$ cat src/hlt_consts.svh
`ifndef HLT_CONSTS_SVH
`define HLT_CONSTS_SVH

// ----------------------------------------
// Register byte offsets
// ----------------------------------------
`define HLT_OFF_COUNT 8'h00
`define HLT_OFF_PERIOD 8'h04
`define HLT_OFF_CTRL 8'h08
`define HLT_OFF_MODE 8'h0c
`define HLT_OFF_CLKSEL 8'h10
`define HLT_OFF_RSTSEL 8'h14
`define HLT_OFF_IRQ 8'h18

// ----------------------------------------
// Reset values
// ----------------------------------------
`define HLT_RST_COUNT 8'h00
`define HLT_RST_PERIOD 8'hff
`define HLT_RST_CTRL 8'h00
`define HLT_RST_MODE 8'h00

// ----------------------------------------
// Field positions
// ----------------------------------------
`define HLT_CTRL_ON 7
`define HLT_CTRL_CKPS_HI 6
`define HLT_CTRL_CKPS_LO 4
`define HLT_CTRL_POSTSCALE_SELECT_HI 3
`define HLT_CTRL_POSTSCALE_SELECT_LO 0
`define HLT_MODE_CLS_HI 4
`define HLT_MODE_CLS_LO 3
`define HLT_MODE_SUB_HI 2
`define HLT_MODE_SUB_LO 0
`define HLT_MODE_PRESCALE_SYNC_BIT 5
`define HLT_MODE_ENABLE_SYNC_BIT 6
`define HLT_IRQ_FLAG 0
`define HLT_IRQ_EN 1

// ----------------------------------------
// Sizes
// ----------------------------------------
`define HLT_SRC_N 4
`define HLT_DIV_W 7

`endif

$ cat src/hlt_pkg.sv
package hlt_pkg;
    typedef enum logic [1:0] {HLT_FREE, HLT_ONESHOT, HLT_MONO, HLT_RSVD} hlt_class_e;
    typedef logic [7:0] hlt_byte_t;
    typedef logic [2:0] hlt_ckps_t;
    typedef logic [1:0] hlt_sel_t;
endpackage

$ cat src/hlt_presc_if.sv
`timescale 1ns/10ps
`default_nettype none
interface hlt_presc_if;
    logic clear;
    hlt_pkg::hlt_ckps_t ckps;
    hlt_pkg::hlt_sel_t src_sel;
    logic prescale_sync_bit;
    logic src_tick;
    logic pre_tick;
    modport ctrl (output clear, ckps, src_sel, prescale_sync_bit, input src_tick, pre_tick);
    modport presc (input clear, ckps, src_sel, prescale_sync_bit, output src_tick, pre_tick);
endinterface
`default_nettype wire

$ cat src/hlt_prescaler.sv
`timescale 1ns/10ps
`default_nettype none
`include "hlt_consts.svh"
module hlt_prescaler (
    // Clock and reset
    input wire logic clk,
    input wire logic sys_rst,
    // Clock sources
    input wire logic [`HLT_SRC_N-1:0] src_ticks,
    // Control
    hlt_presc_if.presc pif
);
    import hlt_pkg::*;

    logic [`HLT_DIV_W-1:0] div_ff;
    logic sync_ff;
    logic raw;
    logic hit;
    logic [`HLT_DIV_W-1:0] mask;

    // ----------------------------------------
    // Source select and divider
    // ----------------------------------------
    assign raw = src_ticks[pif.src_sel];
    assign mask = `HLT_DIV_W'((8'h01 << pif.ckps) - 8'h01);
    assign hit = raw && ((div_ff & mask) == mask);

    always_ff @(posedge clk) begin
        if (sys_rst || pif.clear) begin
            div_ff <= '0;
        end else if (raw) begin
            div_ff <= `HLT_DIV_W'(div_ff + 1'b1);
        end
    end

    // ----------------------------------------
    // Optional output resync
    // ----------------------------------------
    always_ff @(posedge clk) begin
        if (sys_rst || pif.clear) begin
            sync_ff <= 1'b0;
        end else begin
            sync_ff <= hit;
        end
    end

    assign pif.src_tick = raw;
    assign pif.pre_tick = pif.prescale_sync_bit ? sync_ff : hit;

    chk_div_one_pass: assert property (@(posedge clk) disable iff (sys_rst)
        (pif.ckps == 3'h0 && !pif.prescale_sync_bit && raw) |-> pif.pre_tick)
        else $error("divide by one lost a tick");
    chk_sync_delay: assert property (@(posedge clk) disable iff (sys_rst)
        (pif.prescale_sync_bit && $stable(pif.prescale_sync_bit) && hit && !pif.clear) |=> pif.pre_tick)
        else $error("resynced tick not one cycle late");
endmodule
`default_nettype wire

$ cat src/hlt_timer.sv
// The Wishbone register port and the address map were chosen for this implementation.
`timescale 1ns/10ps
`default_nettype none
`include "hlt_consts.svh"
module hlt_timer (
    // Clock and reset
    input wire logic clk,
    input wire logic sys_rst,
    // Wishbone slave
    input wire logic wb_cyc_i,
    input wire logic wb_stb_i,
    input wire logic wb_we_i,
    input wire logic [7:0] wb_adr_i,
    input wire logic [3:0] wb_sel_i,
    input wire logic [31:0] wb_dat_i,
    output logic [31:0] wb_dat_o,
    output logic wb_ack_o,
    // Clock sources and external reset signals
    input wire logic [`HLT_SRC_N-1:0] clk_src_tick,
    input wire logic [`HLT_SRC_N-1:0] external_reset_signal,
    input wire logic debug_mode,
    // Timer outputs
    output logic period_match,
    output logic postscaled_pulse,
    output logic timer_irq
);
    import hlt_pkg::*;

    hlt_presc_if pif ();

    hlt_byte_t count_value_ff;
    hlt_byte_t period_value_ff;
    logic on_ff;
    hlt_ckps_t ckps_ff;
    logic [3:0] postscale_select_ff;
    logic [4:0] mode_ff;
    logic prescale_sync_bit_ff;
    logic enable_sync_bit_ff;
    hlt_sel_t clk_sel_ff;
    hlt_sel_t reset_source_select_ff;
    logic irq_flag_ff;
    logic timer_irq_enable_ff;
    logic ack_ff;
    logic [31:0] rdata_ff;
    logic ers_ff;
    logic armed_ff;
    logic on_eff_ff;
    logic [3:0] post_cnt_ff;
    logic match_ff;
    logic pulse_ff;

    hlt_class_e cls;
    logic [2:0] sub;
    logic wr;
    logic rd;
    logic wr_count;
    logic wr_ctrl;
    logic ers_raw;
    logic ers_now;
    logic ers_rise;
    logic ers_fall;
    logic start_evt;
    logic rst_edge;
    logic rst_level;
    logic rst_evt;
    logic gate_ok;
    logic run;
    logic tick;
    logic at_match;
    logic stop_now;
    logic [3:0] postscale_select_eff;
    logic ps_hit;

    // ----------------------------------------
    // Helpers
    // ----------------------------------------
    function automatic logic edge_pick(input logic [1:0] k, input logic r, input logic f);
        unique case (k)
            2'h1: edge_pick = r;
            2'h2: edge_pick = f;
            2'h3: edge_pick = r | f;
            default: edge_pick = 1'b0;
        endcase
    endfunction

    function automatic logic is_addr(input logic [7:0] a, input logic [7:0] off);
        is_addr = (a[7:2] == off[7:2]);
    endfunction

    // ----------------------------------------
    // Wishbone slave
    // ----------------------------------------
    assign wr = wb_cyc_i && wb_stb_i && wb_we_i && ack_ff && wb_sel_i[0];
    assign rd = wb_cyc_i && wb_stb_i && !ack_ff;
    assign wr_count = wr && is_addr(wb_adr_i, `HLT_OFF_COUNT);
    assign wr_ctrl = wr && is_addr(wb_adr_i, `HLT_OFF_CTRL);

    always_ff @(posedge clk) begin
        if (sys_rst) begin
            ack_ff <= 1'b0;
        end else begin
            ack_ff <= wb_cyc_i && wb_stb_i && !ack_ff;
        end
    end

    always_ff @(posedge clk) begin
        if (sys_rst) begin
            rdata_ff <= 32'h0;
        end else if (rd) begin
            rdata_ff <= 32'h0;
            if (is_addr(wb_adr_i, `HLT_OFF_COUNT)) begin
                rdata_ff[7:0] <= count_value_ff;
            end
            if (is_addr(wb_adr_i, `HLT_OFF_PERIOD)) begin
                rdata_ff[7:0] <= period_value_ff;
            end
            if (is_addr(wb_adr_i, `HLT_OFF_CTRL)) begin
                rdata_ff[7:0] <= {on_ff, ckps_ff, postscale_select_ff};
            end
            if (is_addr(wb_adr_i, `HLT_OFF_MODE)) begin
                rdata_ff[7:0] <= {1'b0, enable_sync_bit_ff, prescale_sync_bit_ff, mode_ff};
            end
            if (is_addr(wb_adr_i, `HLT_OFF_CLKSEL)) begin
                rdata_ff[1:0] <= clk_sel_ff;
            end
            if (is_addr(wb_adr_i, `HLT_OFF_RSTSEL)) begin
                rdata_ff[1:0] <= reset_source_select_ff;
            end
            if (is_addr(wb_adr_i, `HLT_OFF_IRQ)) begin
                rdata_ff[1:0] <= {timer_irq_enable_ff, irq_flag_ff};
            end
        end
    end

    assign wb_ack_o = ack_ff;
    assign wb_dat_o = rdata_ff;

    // ----------------------------------------
    // Configuration registers
    // ----------------------------------------
    always_ff @(posedge clk) begin
        if (sys_rst) begin
            period_value_ff <= `HLT_RST_PERIOD;
        end else if (wr && is_addr(wb_adr_i, `HLT_OFF_PERIOD)) begin
            period_value_ff <= wb_dat_i[7:0];
        end
    end

    always_ff @(posedge clk) begin
        if (sys_rst) begin
            {ckps_ff, postscale_select_ff} <= 7'h00;
        end else if (wr_ctrl) begin
            ckps_ff <= wb_dat_i[`HLT_CTRL_CKPS_HI:`HLT_CTRL_CKPS_LO];
            postscale_select_ff <= wb_dat_i[`HLT_CTRL_POSTSCALE_SELECT_HI:`HLT_CTRL_POSTSCALE_SELECT_LO];
        end
    end

    always_ff @(posedge clk) begin
        if (sys_rst) begin
            mode_ff <= 5'h00;
            prescale_sync_bit_ff <= 1'b0;
            enable_sync_bit_ff <= 1'b0;
            clk_sel_ff <= 2'h0;
            reset_source_select_ff <= 2'h0;
            timer_irq_enable_ff <= 1'b0;
        end else if (wr) begin
            if (is_addr(wb_adr_i, `HLT_OFF_MODE)) begin
                mode_ff <= wb_dat_i[4:0];
                prescale_sync_bit_ff <= wb_dat_i[`HLT_MODE_PRESCALE_SYNC_BIT];
                enable_sync_bit_ff <= wb_dat_i[`HLT_MODE_ENABLE_SYNC_BIT];
            end
            if (is_addr(wb_adr_i, `HLT_OFF_CLKSEL)) begin
                clk_sel_ff <= wb_dat_i[1:0];
            end
            if (is_addr(wb_adr_i, `HLT_OFF_RSTSEL)) begin
                reset_source_select_ff <= wb_dat_i[1:0];
            end
            if (is_addr(wb_adr_i, `HLT_OFF_IRQ)) begin
                timer_irq_enable_ff <= wb_dat_i[`HLT_IRQ_EN];
            end
        end
    end

    // ----------------------------------------
    // External reset source and modes
    // ----------------------------------------
    assign cls = hlt_class_e'(mode_ff[`HLT_MODE_CLS_HI:`HLT_MODE_CLS_LO]);
    assign sub = mode_ff[`HLT_MODE_SUB_HI:`HLT_MODE_SUB_LO];
    assign ers_raw = external_reset_signal[reset_source_select_ff];
    assign ers_now = debug_mode ? ers_ff : ers_raw;

    always_ff @(posedge clk) begin
        if (sys_rst) begin
            ers_ff <= 1'b0;
        end else begin
            ers_ff <= ers_now;
        end
    end

    assign ers_rise = ers_now && !ers_ff;
    assign ers_fall = !ers_now && ers_ff;

    always_comb begin
        start_evt = 1'b0;
        rst_edge = 1'b0;
        rst_level = 1'b0;
        gate_ok = 1'b1;
        unique case (cls)
            HLT_FREE: begin
                if (sub == 3'h1) gate_ok = ers_now;
                if (sub == 3'h2) gate_ok = !ers_now;
                if (sub == 3'h3) rst_edge = ers_rise | ers_fall;
                if (sub == 3'h4) rst_edge = ers_rise;
                if (sub == 3'h5) rst_edge = ers_fall;
                if (sub == 3'h6) rst_level = !ers_now;
                if (sub == 3'h7) rst_level = ers_now;
            end
            HLT_ONESHOT: begin
                start_evt = (sub == 3'h0) ? 1'b1 :
                    edge_pick((sub == 3'h3) ? 2'h3 : {~(sub[0] ^ sub[2]), sub[0] ^ sub[2]},
                        ers_rise, ers_fall);
                if (sub == 3'h4) rst_edge = ers_rise;
                if (sub == 3'h5) rst_edge = ers_fall;
                if (sub == 3'h6) rst_level = !ers_now;
                if (sub == 3'h7) rst_level = ers_now;
            end
            HLT_MONO: begin
                start_evt = edge_pick(sub[1:0], ers_rise, ers_fall) & ~sub[2];
                if (sub == 3'h6) start_evt = ers_now;
                if (sub == 3'h7) start_evt = !ers_now;
                if (sub == 3'h6) rst_level = !ers_now;
                if (sub == 3'h7) rst_level = ers_now;
            end
            HLT_RSVD: begin
                gate_ok = 1'b0;
            end
        endcase
    end

    assign rst_evt = rst_edge || rst_level;

    // ----------------------------------------
    // Run control
    // ----------------------------------------
    assign at_match = (count_value_ff == period_value_ff);
    assign tick = run && pif.pre_tick;
    assign stop_now = tick && at_match && (cls != HLT_FREE);

    always_ff @(posedge clk) begin
        if (sys_rst) begin
            on_ff <= 1'b0;
        end else if (wr_ctrl) begin
            on_ff <= wb_dat_i[`HLT_CTRL_ON];
        end else if (stop_now && (cls == HLT_ONESHOT || sub[2:1] == 2'h3)) begin
            on_ff <= 1'b0;
        end
    end

    always_ff @(posedge clk) begin
        if (sys_rst || !on_ff) begin
            armed_ff <= (cls == HLT_FREE) ? 1'b1 : 1'b0;
        end else if (cls == HLT_FREE) begin
            armed_ff <= 1'b1;
        end else if (stop_now) begin
            armed_ff <= 1'b0;
        end else if (start_evt) begin
            armed_ff <= 1'b1;
        end
    end

    always_ff @(posedge clk) begin
        if (sys_rst) begin
            on_eff_ff <= 1'b0;
        end else if (!enable_sync_bit_ff || pif.src_tick) begin
            on_eff_ff <= on_ff;
        end
    end

    // Direct path when enable sync is off
    assign run = (enable_sync_bit_ff ? on_eff_ff : on_ff) && on_ff
        && gate_ok && armed_ff && !rst_level;

    // ----------------------------------------
    // Count and prescaler
    // ----------------------------------------
    assign pif.clear = wr_count || wr_ctrl || rst_evt;
    assign pif.ckps = ckps_ff;
    assign pif.src_sel = clk_sel_ff;
    assign pif.prescale_sync_bit = prescale_sync_bit_ff;

    hlt_prescaler u_presc (
        .clk(clk),
        .sys_rst(sys_rst),
        .src_ticks(clk_src_tick),
        .pif(pif)
    );

    always_ff @(posedge clk) begin
        if (sys_rst) begin
            count_value_ff <= `HLT_RST_COUNT;
        end else if (wr_count) begin
            count_value_ff <= wb_dat_i[7:0];
        end else if (rst_evt) begin
            count_value_ff <= 8'h00;
        end else if (tick) begin
            count_value_ff <= at_match ? 8'h00 : 8'(count_value_ff + 1'b1);
        end
    end

    // ----------------------------------------
    // Match and postscaler
    // ----------------------------------------
    assign postscale_select_eff = (cls == HLT_ONESHOT) ? 4'h0 : postscale_select_ff;
    assign ps_hit = tick && at_match && (post_cnt_ff == postscale_select_eff);

    always_ff @(posedge clk) begin
        if (sys_rst || pif.clear) begin
            post_cnt_ff <= 4'h0;
        end else if (tick && at_match) begin
            post_cnt_ff <= ps_hit ? 4'h0 : 4'(post_cnt_ff + 1'b1);
        end
    end

    always_ff @(posedge clk) begin
        if (sys_rst) begin
            match_ff <= 1'b0;
            pulse_ff <= 1'b0;
        end else begin
            match_ff <= at_match;
            pulse_ff <= ps_hit;
        end
    end

    always_ff @(posedge clk) begin
        if (sys_rst) begin
            irq_flag_ff <= 1'b0;
        end else if (pulse_ff) begin
            irq_flag_ff <= 1'b1;
        end else if (wr && is_addr(wb_adr_i, `HLT_OFF_IRQ) && wb_dat_i[`HLT_IRQ_FLAG]) begin
            irq_flag_ff <= 1'b0;
        end
    end

    assign period_match = match_ff;
    assign postscaled_pulse = pulse_ff;
    assign timer_irq = irq_flag_ff && timer_irq_enable_ff;

    // ----------------------------------------
    // Checks
    // ----------------------------------------
    chk_count_step: assert property (@(posedge clk) disable iff (sys_rst)
        (tick && !at_match && !wr_count && !rst_evt) |=>
        count_value_ff == 8'($past(count_value_ff) + 1'b1))
        else $error("count did not step on tick");
    chk_match_wrap: assert property (@(posedge clk) disable iff (sys_rst)
        (tick && at_match && !wr_count) |=> count_value_ff == 8'h00 ##0 period_match)
        else $error("match did not clear count");
    chk_reset_vals: assert property (@(posedge clk)
        sys_rst |=> count_value_ff == 8'h00 && period_value_ff == 8'hff)
        else $error("reset values wrong");
    chk_ctrl_keeps: assert property (@(posedge clk) disable iff (sys_rst)
        (wr_ctrl && !tick && !rst_evt) |=> $stable(count_value_ff))
        else $error("control write moved count");
    chk_post_clear: assert property (@(posedge clk) disable iff (sys_rst)
        (wr_count || wr_ctrl) |=> post_cnt_ff == 4'h0)
        else $error("postscaler not cleared");
    chk_gate_hold: assert property (@(posedge clk) disable iff (sys_rst)
        (cls == HLT_FREE && sub == 3'h1 && !ers_now && !wr_count) |=> $stable(count_value_ff))
        else $error("count moved with gate closed");
    chk_oneshot_stop: assert property (@(posedge clk) disable iff (sys_rst)
        (cls == HLT_ONESHOT && tick && at_match && !wr_ctrl) |=> !on_ff)
        else $error("one-shot did not stop");
    chk_irq_delay: assert property (@(posedge clk) disable iff (sys_rst)
        ps_hit |-> ##[1:2] irq_flag_ff)
        else $error("flag late after postscale match");
    chk_pulse_width: assert property (@(posedge clk) disable iff (sys_rst)
        postscaled_pulse |=> !postscaled_pulse || $past(ps_hit))
        else $error("pulse too wide");
    chk_debug_freeze: assert property (@(posedge clk) disable iff (sys_rst)
        debug_mode |-> !ers_rise && !ers_fall)
        else $error("trigger seen in debug mode");
    chk_flag_set_wins: assert property (@(posedge clk) disable iff (sys_rst)
        pulse_ff |=> irq_flag_ff)
        else $error("flag not set after pulse");
endmodule
`default_nettype wire

$ cat config.mk
export PLATFORM = sky130hd
export DESIGN_NAME = hlt_timer
export DESIGN_NICKNAME = d
export VERILOG_FILES = /design/src/hlt_pkg.sv /design/src/hlt_presc_if.sv /design/src/hlt_prescaler.sv /design/src/hlt_timer.sv
export VERILOG_INCLUDE_DIRS = /design/src
export SDC_FILE = /design/constraint.sdc
export NUM_CORES = 1
export LEC_CHECK = 0
export BUFFER_PORTS_ARGS = -buffer_cell sky130_fd_sc_hd__buf_2
export CAP_MARGIN = 30
export CORE_UTILIZATION = 54
export CTS_CLUSTER_DIAMETER = 120
export DETAILED_ROUTE_END_ITERATION = 12
export MAX_ROUTING_LAYER = met4
export PLACE_DENSITY = 0.81
export SETUP_SLACK_MARGIN = 0.4
export SYNTH_ARGS = -nofsm -noshare
export SYNTH_HDL_FRONTEND = slang
export SYNTH_SLANG_ARGS = --single-unit
$ cat constraint.sdc
create_clock -name clk -period 3.08 [get_ports clk]
set_input_delay 0.462 -clock clk [delete_from_list [all_inputs] [get_ports clk]]
set_output_delay 0.462 -clock clk [all_outputs]
set_load 0.02 [all_outputs]
Word-level counts from Yosys, hierarchy flattened

Cells that the tools add are included.

Bits of input ports: 58
Register bits after elaboration: 63

Order comparisons: 2
Add/subtract/negate cells: 4
Eq/ne operators: 26
Muxes and demuxes: 49
Reduce and logical (&&, ||, !) cells: 49
Shifts and indexed selects: 1
Bitwise gates (word level): 6

Operators by type and width:

| cell                  | count |
|---|---|
| $mux W8               | 8 |
| $mux W1               | 28 |
| $logic_and A1 B1 Y1   | 23 |
| $eq A6 B3 Y1 const B  | 3 |
| $eq A2 B2 Y1 const B  | 7 |
| $eq A3 B3 Y1 const B  | 4 |
| $eq A6 B2 Y1 const B  | 2 |
| $add A8 B1 Y8 const B | 1 |
| $eq A8 B8 Y1          | 1 |
| $mux W2               | 4 |
| $mux W4               | 2 |
| $reduce_and A2 Y1     | 4 |
| $add A7 B1 Y7 const B | 1 |
| $and A7 B7 Y7         | 1 |
| $eq A7 B7 Y1          | 1 |
| $logic_or A1 B1 Y1    | 7 |
| $shl A1 B3 Y7 const A | 1 |
| $sub A7 B1 Y7 const B | 1 |
| $eq A2 B1 Y1 const B  | 3 |
| $eq A3 B2 Y1 const B  | 2 |
| $eq A6 B1 Y1 const B  | 1 |
| $logic_not A1 Y1      | 6 |
| $logic_not A6 Y1      | 1 |
| $lt A2 B3 Y1 const B  | 2 |
| other kinds (16)      | 23 |

Longest topological paths before layout

Depth in word-level cells: 16
Depth in mapped cells: 12

By module

Synthesis repeated with hierarchy kept, for this count alone.

Cells, all modules: 459
Area, all modules: 3,839.9 µm²

Modules (own cells, without submodules):

| module        | sequential area each (µm²) | instances | cells each | area an instance (µm²) |
|---|---|---|---|---|
| hlt_timer     | 1,111.1                    | 1         | 410        | 3,405.8 |
| hlt_prescaler | 160.2                      | 1         | 49         | 434.2 |

Worst setup path after synthesis

No wires, ideal clock.

Path type: input-to-reg
From: input port external_reset_signal[3]
To: register post_cnt_ff[0]
Buffers on the path: 1
Arrival: 2.632 ns
Setup slack: 0.377 ns
Data required time: 3.009 ns
Cell stages on the path: 12
Library setup time: 0.071 ns
Cells stage by stage: mux2i_1 > nand2_1 > nand2_1 > inv_1 > ha_1 > mux2i_1 > nor4_1 > a311oi_1 > nand3_1 > or3b_2 > clkbuf_1 > a21oi_1

Cells in the longest elaborated chain, start to end: 13

Ends and longest elaborated chain:

| item                                                      | line                                                 | text |
|---|---|---|
| from (decl)                                               | hlt_timer.sv:20                                      | `` input wire logic [`HLT_SRC_N-1:0] external_reset_signal, `` |
| $bmux W1 S2 *                                             | hlt_timer.sv:189                                     | `assign ers_raw = external_reset_signal[reset_source_select_ff];` |
| $mux W1 (not written as such) *                           | hlt_timer.sv:189                                     |  |
| $mux W1 *                                                 | hlt_timer.sv:190                                     | `assign ers_now = debug_mode ? ers_ff : ers_raw;` |
| net ers_now                                               | hlt_timer.sv:59                                      | `logic ers_now;` |
| $logic_not A1 Y1 or $mux W1 (tied branches)               | n/a                                                  |  |
| $logic_and A1 B1 Y1 (tied with other cells)               | hlt_timer.sv:201                                     | `assign ers_fall = !ers_now && ers_ff;` |
| $or A1 B1 Y1 (tied with other cells)                      | hlt_timer.sv:212                                     | `if (sub == 3'h3) rst_edge = ers_rise \| ers_fall;` |
| $mux W1 (tied with other cells)                           | hlt_timer.sv:212                                     |  |
| $mux W1 (tied with other cells)                           | hlt_timer.sv:213                                     | `if (sub == 3'h4) rst_edge = ers_rise;` |
| $mux W1 or $logic_and A1 B1 Y1 (tied branches)            | hlt_timer.sv:214, hlt_timer.sv:281                   |  |
| $pmux W1 S2 or $logic_and A1 B1 Y1 (tied branches)        | hlt_timer.sv:208, hlt_timer.sv:246                   |  |
| $logic_or A1 B1 Y1 or $logic_and A1 B1 Y1 (tied branches) | hlt_timer.sv:240, hlt_timer.sv:314, hlt_timer.sv:319 |  |
| $logic_or A1 B1 Y1 or $logic_and A1 B1 Y1 (tied branches) | hlt_timer.sv:286, hlt_timer.sv:314                   |  |
| $logic_or A1 B1 Y1 or $mux W4 (tied branches)             | hlt_timer.sv:317, hlt_timer.sv:320                   |  |
| to (signal assigned)                                      | hlt_timer.sv:320                                     | `post_cnt_ff <= ps_hit ? 4'h0 : 4'(post_cnt_ff + 1'b1);` |
| to (decl)                                                 | hlt_timer.sv:48                                      | `logic [3:0] post_cnt_ff;` |

The timed path passes the listed nets; every way through them passes the cells marked *. The select of a mux whose other input is x is not followed.
A chain may end at the register's enable or synchronous reset.

Worst setup path in the final report

From: register reset_source_select_ff[0]
To: register count_value_ff[2]

Cells in the longest elaborated chain, start to end: 13

Ends and longest elaborated chain:

| item                            | line             | text |
|---|---|---|
| from (decl)                     | hlt_timer.sv:40  | `hlt_sel_t reset_source_select_ff;` |
| from (signal assigned)          | hlt_timer.sv:176 | `reset_source_select_ff <= wb_dat_i[1:0];` |
| $bmux W1 S2 *                   | hlt_timer.sv:189 |  |
| $mux W1 (not written as such) * | hlt_timer.sv:189 |  |
| $mux W1 *                       | hlt_timer.sv:190 |  |
| net ers_now                     | hlt_timer.sv:59  |  |
| $logic_not A1 Y1                | n/a              |  |
| $logic_and A1 B1 Y1             | hlt_timer.sv:201 |  |
| $or A1 B1 Y1                    | hlt_timer.sv:212 |  |
| $mux W1                         | hlt_timer.sv:212 |  |
| $mux W1                         | hlt_timer.sv:213 |  |
| $mux W1                         | hlt_timer.sv:214 | `if (sub == 3'h5) rst_edge = ers_fall;` |
| $pmux W1 S2                     | hlt_timer.sv:208 | `unique case (cls)` |
| $logic_or A1 B1 Y1              | hlt_timer.sv:240 | `assign rst_evt = rst_edge \|\| rst_level;` |
| $mux W8                         | hlt_timer.sv:303 | `end else if (rst_evt) begin` |
| $mux W8                         | hlt_timer.sv:301 | `end else if (wr_count) begin` |
| to (signal assigned)            | hlt_timer.sv:300 | `` count_value_ff <= `HLT_RST_COUNT; `` |
| to (signal assigned)            | hlt_timer.sv:302 | `count_value_ff <= wb_dat_i[7:0];` |
| to (signal assigned)            | hlt_timer.sv:306 | `count_value_ff <= at_match ? 8'h00 : 8'(count_value_ff + 1'b1);` |
| to (decl)                       | hlt_timer.sv:31  | `hlt_byte_t count_value_ff;` |

Marks and branches as above.

==> flow_metrics.env <==
export IMPL_run_status="finished, final reports clean"
export IMPL_crit_path_arrival_time_ns=3.01
export IMPL_groute_usage_overall_pct=27.24
export IMPL_drt_initial_drc_count=356
export IMPL_power_density_cell_area_nw_per_um2=423.6
export IMPL_async_flop_share_pct=0
export IMPL_pin_count_of_the_biggest_net_entering_global_routing=53
export IMPL_worst_endpoint_required_ns=3.35
export IMPL_hold_buffers=0
export IMPL_timing_critical_path_fanout_max=5
export IMPL_tightestPinTransition_ns=0.9887
export IMPL_finalMaxSlewViolations=0
export IMPL_share_clk_of_total_power_pct=46.7
export IMPL_power_share_sequential_pct=43.9
export IMPL_synth_main_ff_cell="dfxtp_1"
export IMPL_clkSlewWorstSetupHoldPaths_ns=0.07
export IMPL_path_delay_family="simple AND/OR/NAND/NOR gates"
export IMPL_grt_first_pass_wirelength_um=15130
export IMPL_fillerInstances=514
export IMPL_avgViaCountPerCell=5.980
export IMPL_synthesis_area_um2=3791
export IMPL_dp_cells=578
export IMPL_power_report_internal_total_mw=1.429
export IMPL_die_h_um=85.79
export IMPL_clk_root_buffer_cell="clkbuf_8"
export IMPL_place_port_buffers=40
export IMPL_postSynthCellCount=454
export IMPL_core_um2=6794
export IMPL_ys_seq_elements=63
export IMPL_timing_setup_tns_ns=0
export IMPL_antenna_cells_inserted=0
export IMPL_gpl_final_weighted_congestion=0.9487
export IMPL_yosysTopAreaCell="dfxtp_1"
export IMPL_fmaxAchievable_mhz=365.3
export IMPL_start_util_pct=55.80
export IMPL_number_of_clock_sinks=63
export IMPL_layout_drive_gt1_share_pct=22.16
export IMPL_fp_row_count=30
export IMPL_grt_antenna_before_repair=0
export IMPL_routed_via_count=3624
export IMPL_path_cells="mux2i_4 -> nand2_2 -> nand2_4 -> inv_4 -> ha_4 -> mux2i_2 -> nor4_2 -> a311oi_2 -> nand3_1 -> or4b_1 -> a21o_1 -> a21oi_1"
export IMPL_wl_um=9995
export IMPL_max_vdd_ir_drop_v=0.0002271
export IMPL_globalRouteOverflowTotal=0
export IMPL_yosysWarnings=0
export IMPL_setup_viol=0
export IMPL_critPathBufInv=1
export IMPL_p_sw_mw=0.4692
export IMPL_synth_top_cell_area_share_pct=32.74
export IMPL_die_area_um2=7360
export IMPL_min_period_ns=2.738
export IMPL_drt_drc_violations_left=0
export IMPL_fin_crit_sh_pct=88.89
export IMPL_final_cell_count_no_fill=606
export IMPL_clockBufferDepth=2
export IMPL_power_static_leakage_nw=1.795
export IMPL_area_delta_synth_final_pct=18.22
export IMPL_final_setup_skew_ns=0.007888
export IMPL_pre_repair_dr_iteration_count=5
export IMPL_timing_final_ws_setup_ns=0.3423
export IMPL_timing_final_hold_violations=0
export IMPL_power_share_switching_pct=24.72
export IMPL_dpl_worst_slack_ns=0.05186
export IMPL_cts_inserted_buffers=9
export IMPL_h_tree_depth=3
export IMPL_critical_path_endpoint_type="flip-flop"
export IMPL_worst_skew_pair_late_latency_ns=0.35
export IMPL_wl_per_cell_um=16.49
export IMPL_ios=94
export IMPL_min_path_type="in2reg"
export IMPL_timing_worst_setup_path_type="reg2reg"
export IMPL_max_slew_margin_pct=34.09
export IMPL_edff_count_synth=1
export IMPL_timing_critical_path_from_type="flip-flop"
export IMPL_comb_power_share_pct=9.4
export IMPL_yosys_top_cells_area="dfxtp_1 33%, mux2i_1 6.9%, buf_4 4.8%, nor2_1 4.7%, nand2_1 4.1%"
export IMPL_dp_final_hpwl_um=6604
export IMPL_yosysSeqAreaShare_pct=33.53
export IMPL_die_x_um=85.79
export IMPL_synth_area_per_cell_um2=8.351
export IMPL_final_net_count=573
export IMPL_max_stage_delay_ns=0.53
export IMPL_post_synth_num_cell_types=57
export IMPL_first_global_vias=3144
export IMPL_grt_setup_unrepaired="true"
export IMPL_final_antenna_net_count=0
export IMPL_max_cap_violations=0
export IMPL_regToRegSetupSlack_ns=0.34
export IMPL_cts_tree="built"
export IMPL_seq_area_um2=1276
export IMPL_slowest_stage="or4b_1"
export IMPL_multiInputGateArea_um2=2396
## worst paths after layout
kind                             startpoint  depth (start not counted)                     to
setup / recovery  reset_source_select_ff[0]                         12      count_value_ff[2]
setup reg to reg  reset_source_select_ff[0]                         12      count_value_ff[2]
hold / removal                  wb_dat_i[5]                          3  pif.prescale_sync_bit
hold reg to reg                 wb_dat_o[7]                          2            wb_dat_o[7]
## state kept, by name, indices dropped and copies added, names as in the netlist
name / flops
count_value_ff: 8
period_value_ff: 8
wb_dat_o: 8
u_presc.div_ff: 7
mode_ff: 5
post_cnt_ff: 4
postscale_select_ff: 4
ckps_ff: 3
clk_sel_ff: 2
reset_source_select_ff: 2
armed_ff: 1
enable_sync_bit_ff: 1
ers_ff: 1
irq_flag_ff: 1
on_eff_ff: 1
on_ff: 1
period_match: 1
pif.prescale_sync_bit: 1
postscaled_pulse: 1
timer_irq_enable_ff: 1
u_presc.sync_ff: 1
wb_ack_o: 1
## cell families (layout without fill, tap and decap cells)
logic type | Yosys count | after routing | share of synthesized area, %
simple gates | 175 | 175 | 23.70
compound gates | 94 | 94 | 17.52
buf+inv | 65 | 98 | 8.911
flops | 63 | 63 | 33.53
mux | 30 | 30 | 9.241
xor+xnor | 16 | 16 | 3.696
fa+ha+maj | 10 | 10 | 3.300
other cells | 1 | 24 | 0.09891
## cell type report
| cell class | count | share of cell area, % |
|---|---|---|
| Inverter | 19 | 1.647 |
| Clock inverter | 7 | 2.652 |
| Tap cell | 96 | 2.680 |
| Multi-Input combinational cell | 349 | 53.46 |
| Timing Repair Buffer | 63 | 8.319 |
| Clock buffer | 9 | 2.764 |
| Sequential cell | 63 | 28.48 |
## repair_timing
action,CTS,global route
pin swaps,1,11
setup buffers,5,7
setup endpoints to repair,20,21
endpoints found under the hold margin,0,0
gates resized for setup,5,25
## power groups by stage
stage                     Combinational (mW)  Sequential, mW  Clock [mW]
after floorplan                        0.118           0.860           0
after global placement                 0.149           0.853           0
after detailed placement               0.151           0.854           0
after CTS                              0.157           0.834       0.898
after global routing                   0.191           0.835       0.935
final                                  0.178           0.834       0.887
## cells in the final DEF, fill, tap and decap left out, types with 4 or more instances in the layout
| cell type | count |
|---|---|
| nor3_1 | 5 |
| o21ai_0 | 15 |
| buf_2 | 40 |
| nor2_1 | 47 |
| nor2b_1 | 10 |
| mux4_2 | 4 |
| a22oi_1 | 7 |
| a21oi_1 | 25 |
| nand2_1 | 39 |
| nand4_1 | 6 |
| ha_1 | 8 |
| mux2i_1 | 23 |
| dfxtp_1 | 60 |
| inv_1 | 18 |
| buf_4 | 23 |
| xnor2_1 | 5 |
| xor2_1 | 11 |
| and3_1 | 10 |
| a311o_1 | 6 |
| a211oi_1 | 10 |
| conb_1 | 24 |
| a211o_1 | 8 |
| clkbuf_8 | 9 |
| nand2b_1 | 11 |
| nand3_1 | 15 |
## per-layer routing
layer  part of all wire, %  up-vias  GRT usage [%]
met5                     0        -              -
met4                   3.2        0          13.64
met3                   7.0       33          4.716
met2                    48      191          42.62
met1                    41     1715          34.00
li1                      -     1685              -
## stage by stage
stage	hold slack [ns]	utilization, %	area, um^2	power [mW]
after detailed placement	0.4682	59.17	4020	1.005
after CTS	0.4110	63.52	4315	1.889
after floorplan	0.4450	-	3879	0.9780
after global routing	0.4388	65.97	4482	1.961
after global placement	0.4561	59.17	4020	1.002
final	0.4326	65.97	4482	1.898
## Yosys cell counts, drive strengths merged, types with 5 or more instances
library cell and number:
nand4 7, nor2b 11, a22oi 8, nand2b 11, mux2i 26, clkbuf 19, nand3 16, nor3 5
xnor2 5, a311o 6, o21ai 15, xor2 11, a211o 8, a211oi 12, ha 10, a31oi 5
dfxtp 62, inv 19, buf 27, a21oi 26, nor2 47, and3 10, nand2 41
## worst min-delay path, cell delays in order
cell,delay (ns)
buf_2,0.13
a21oi_1,0.07
nor2_1,0.08
Power figures use the tool's default switching activity.
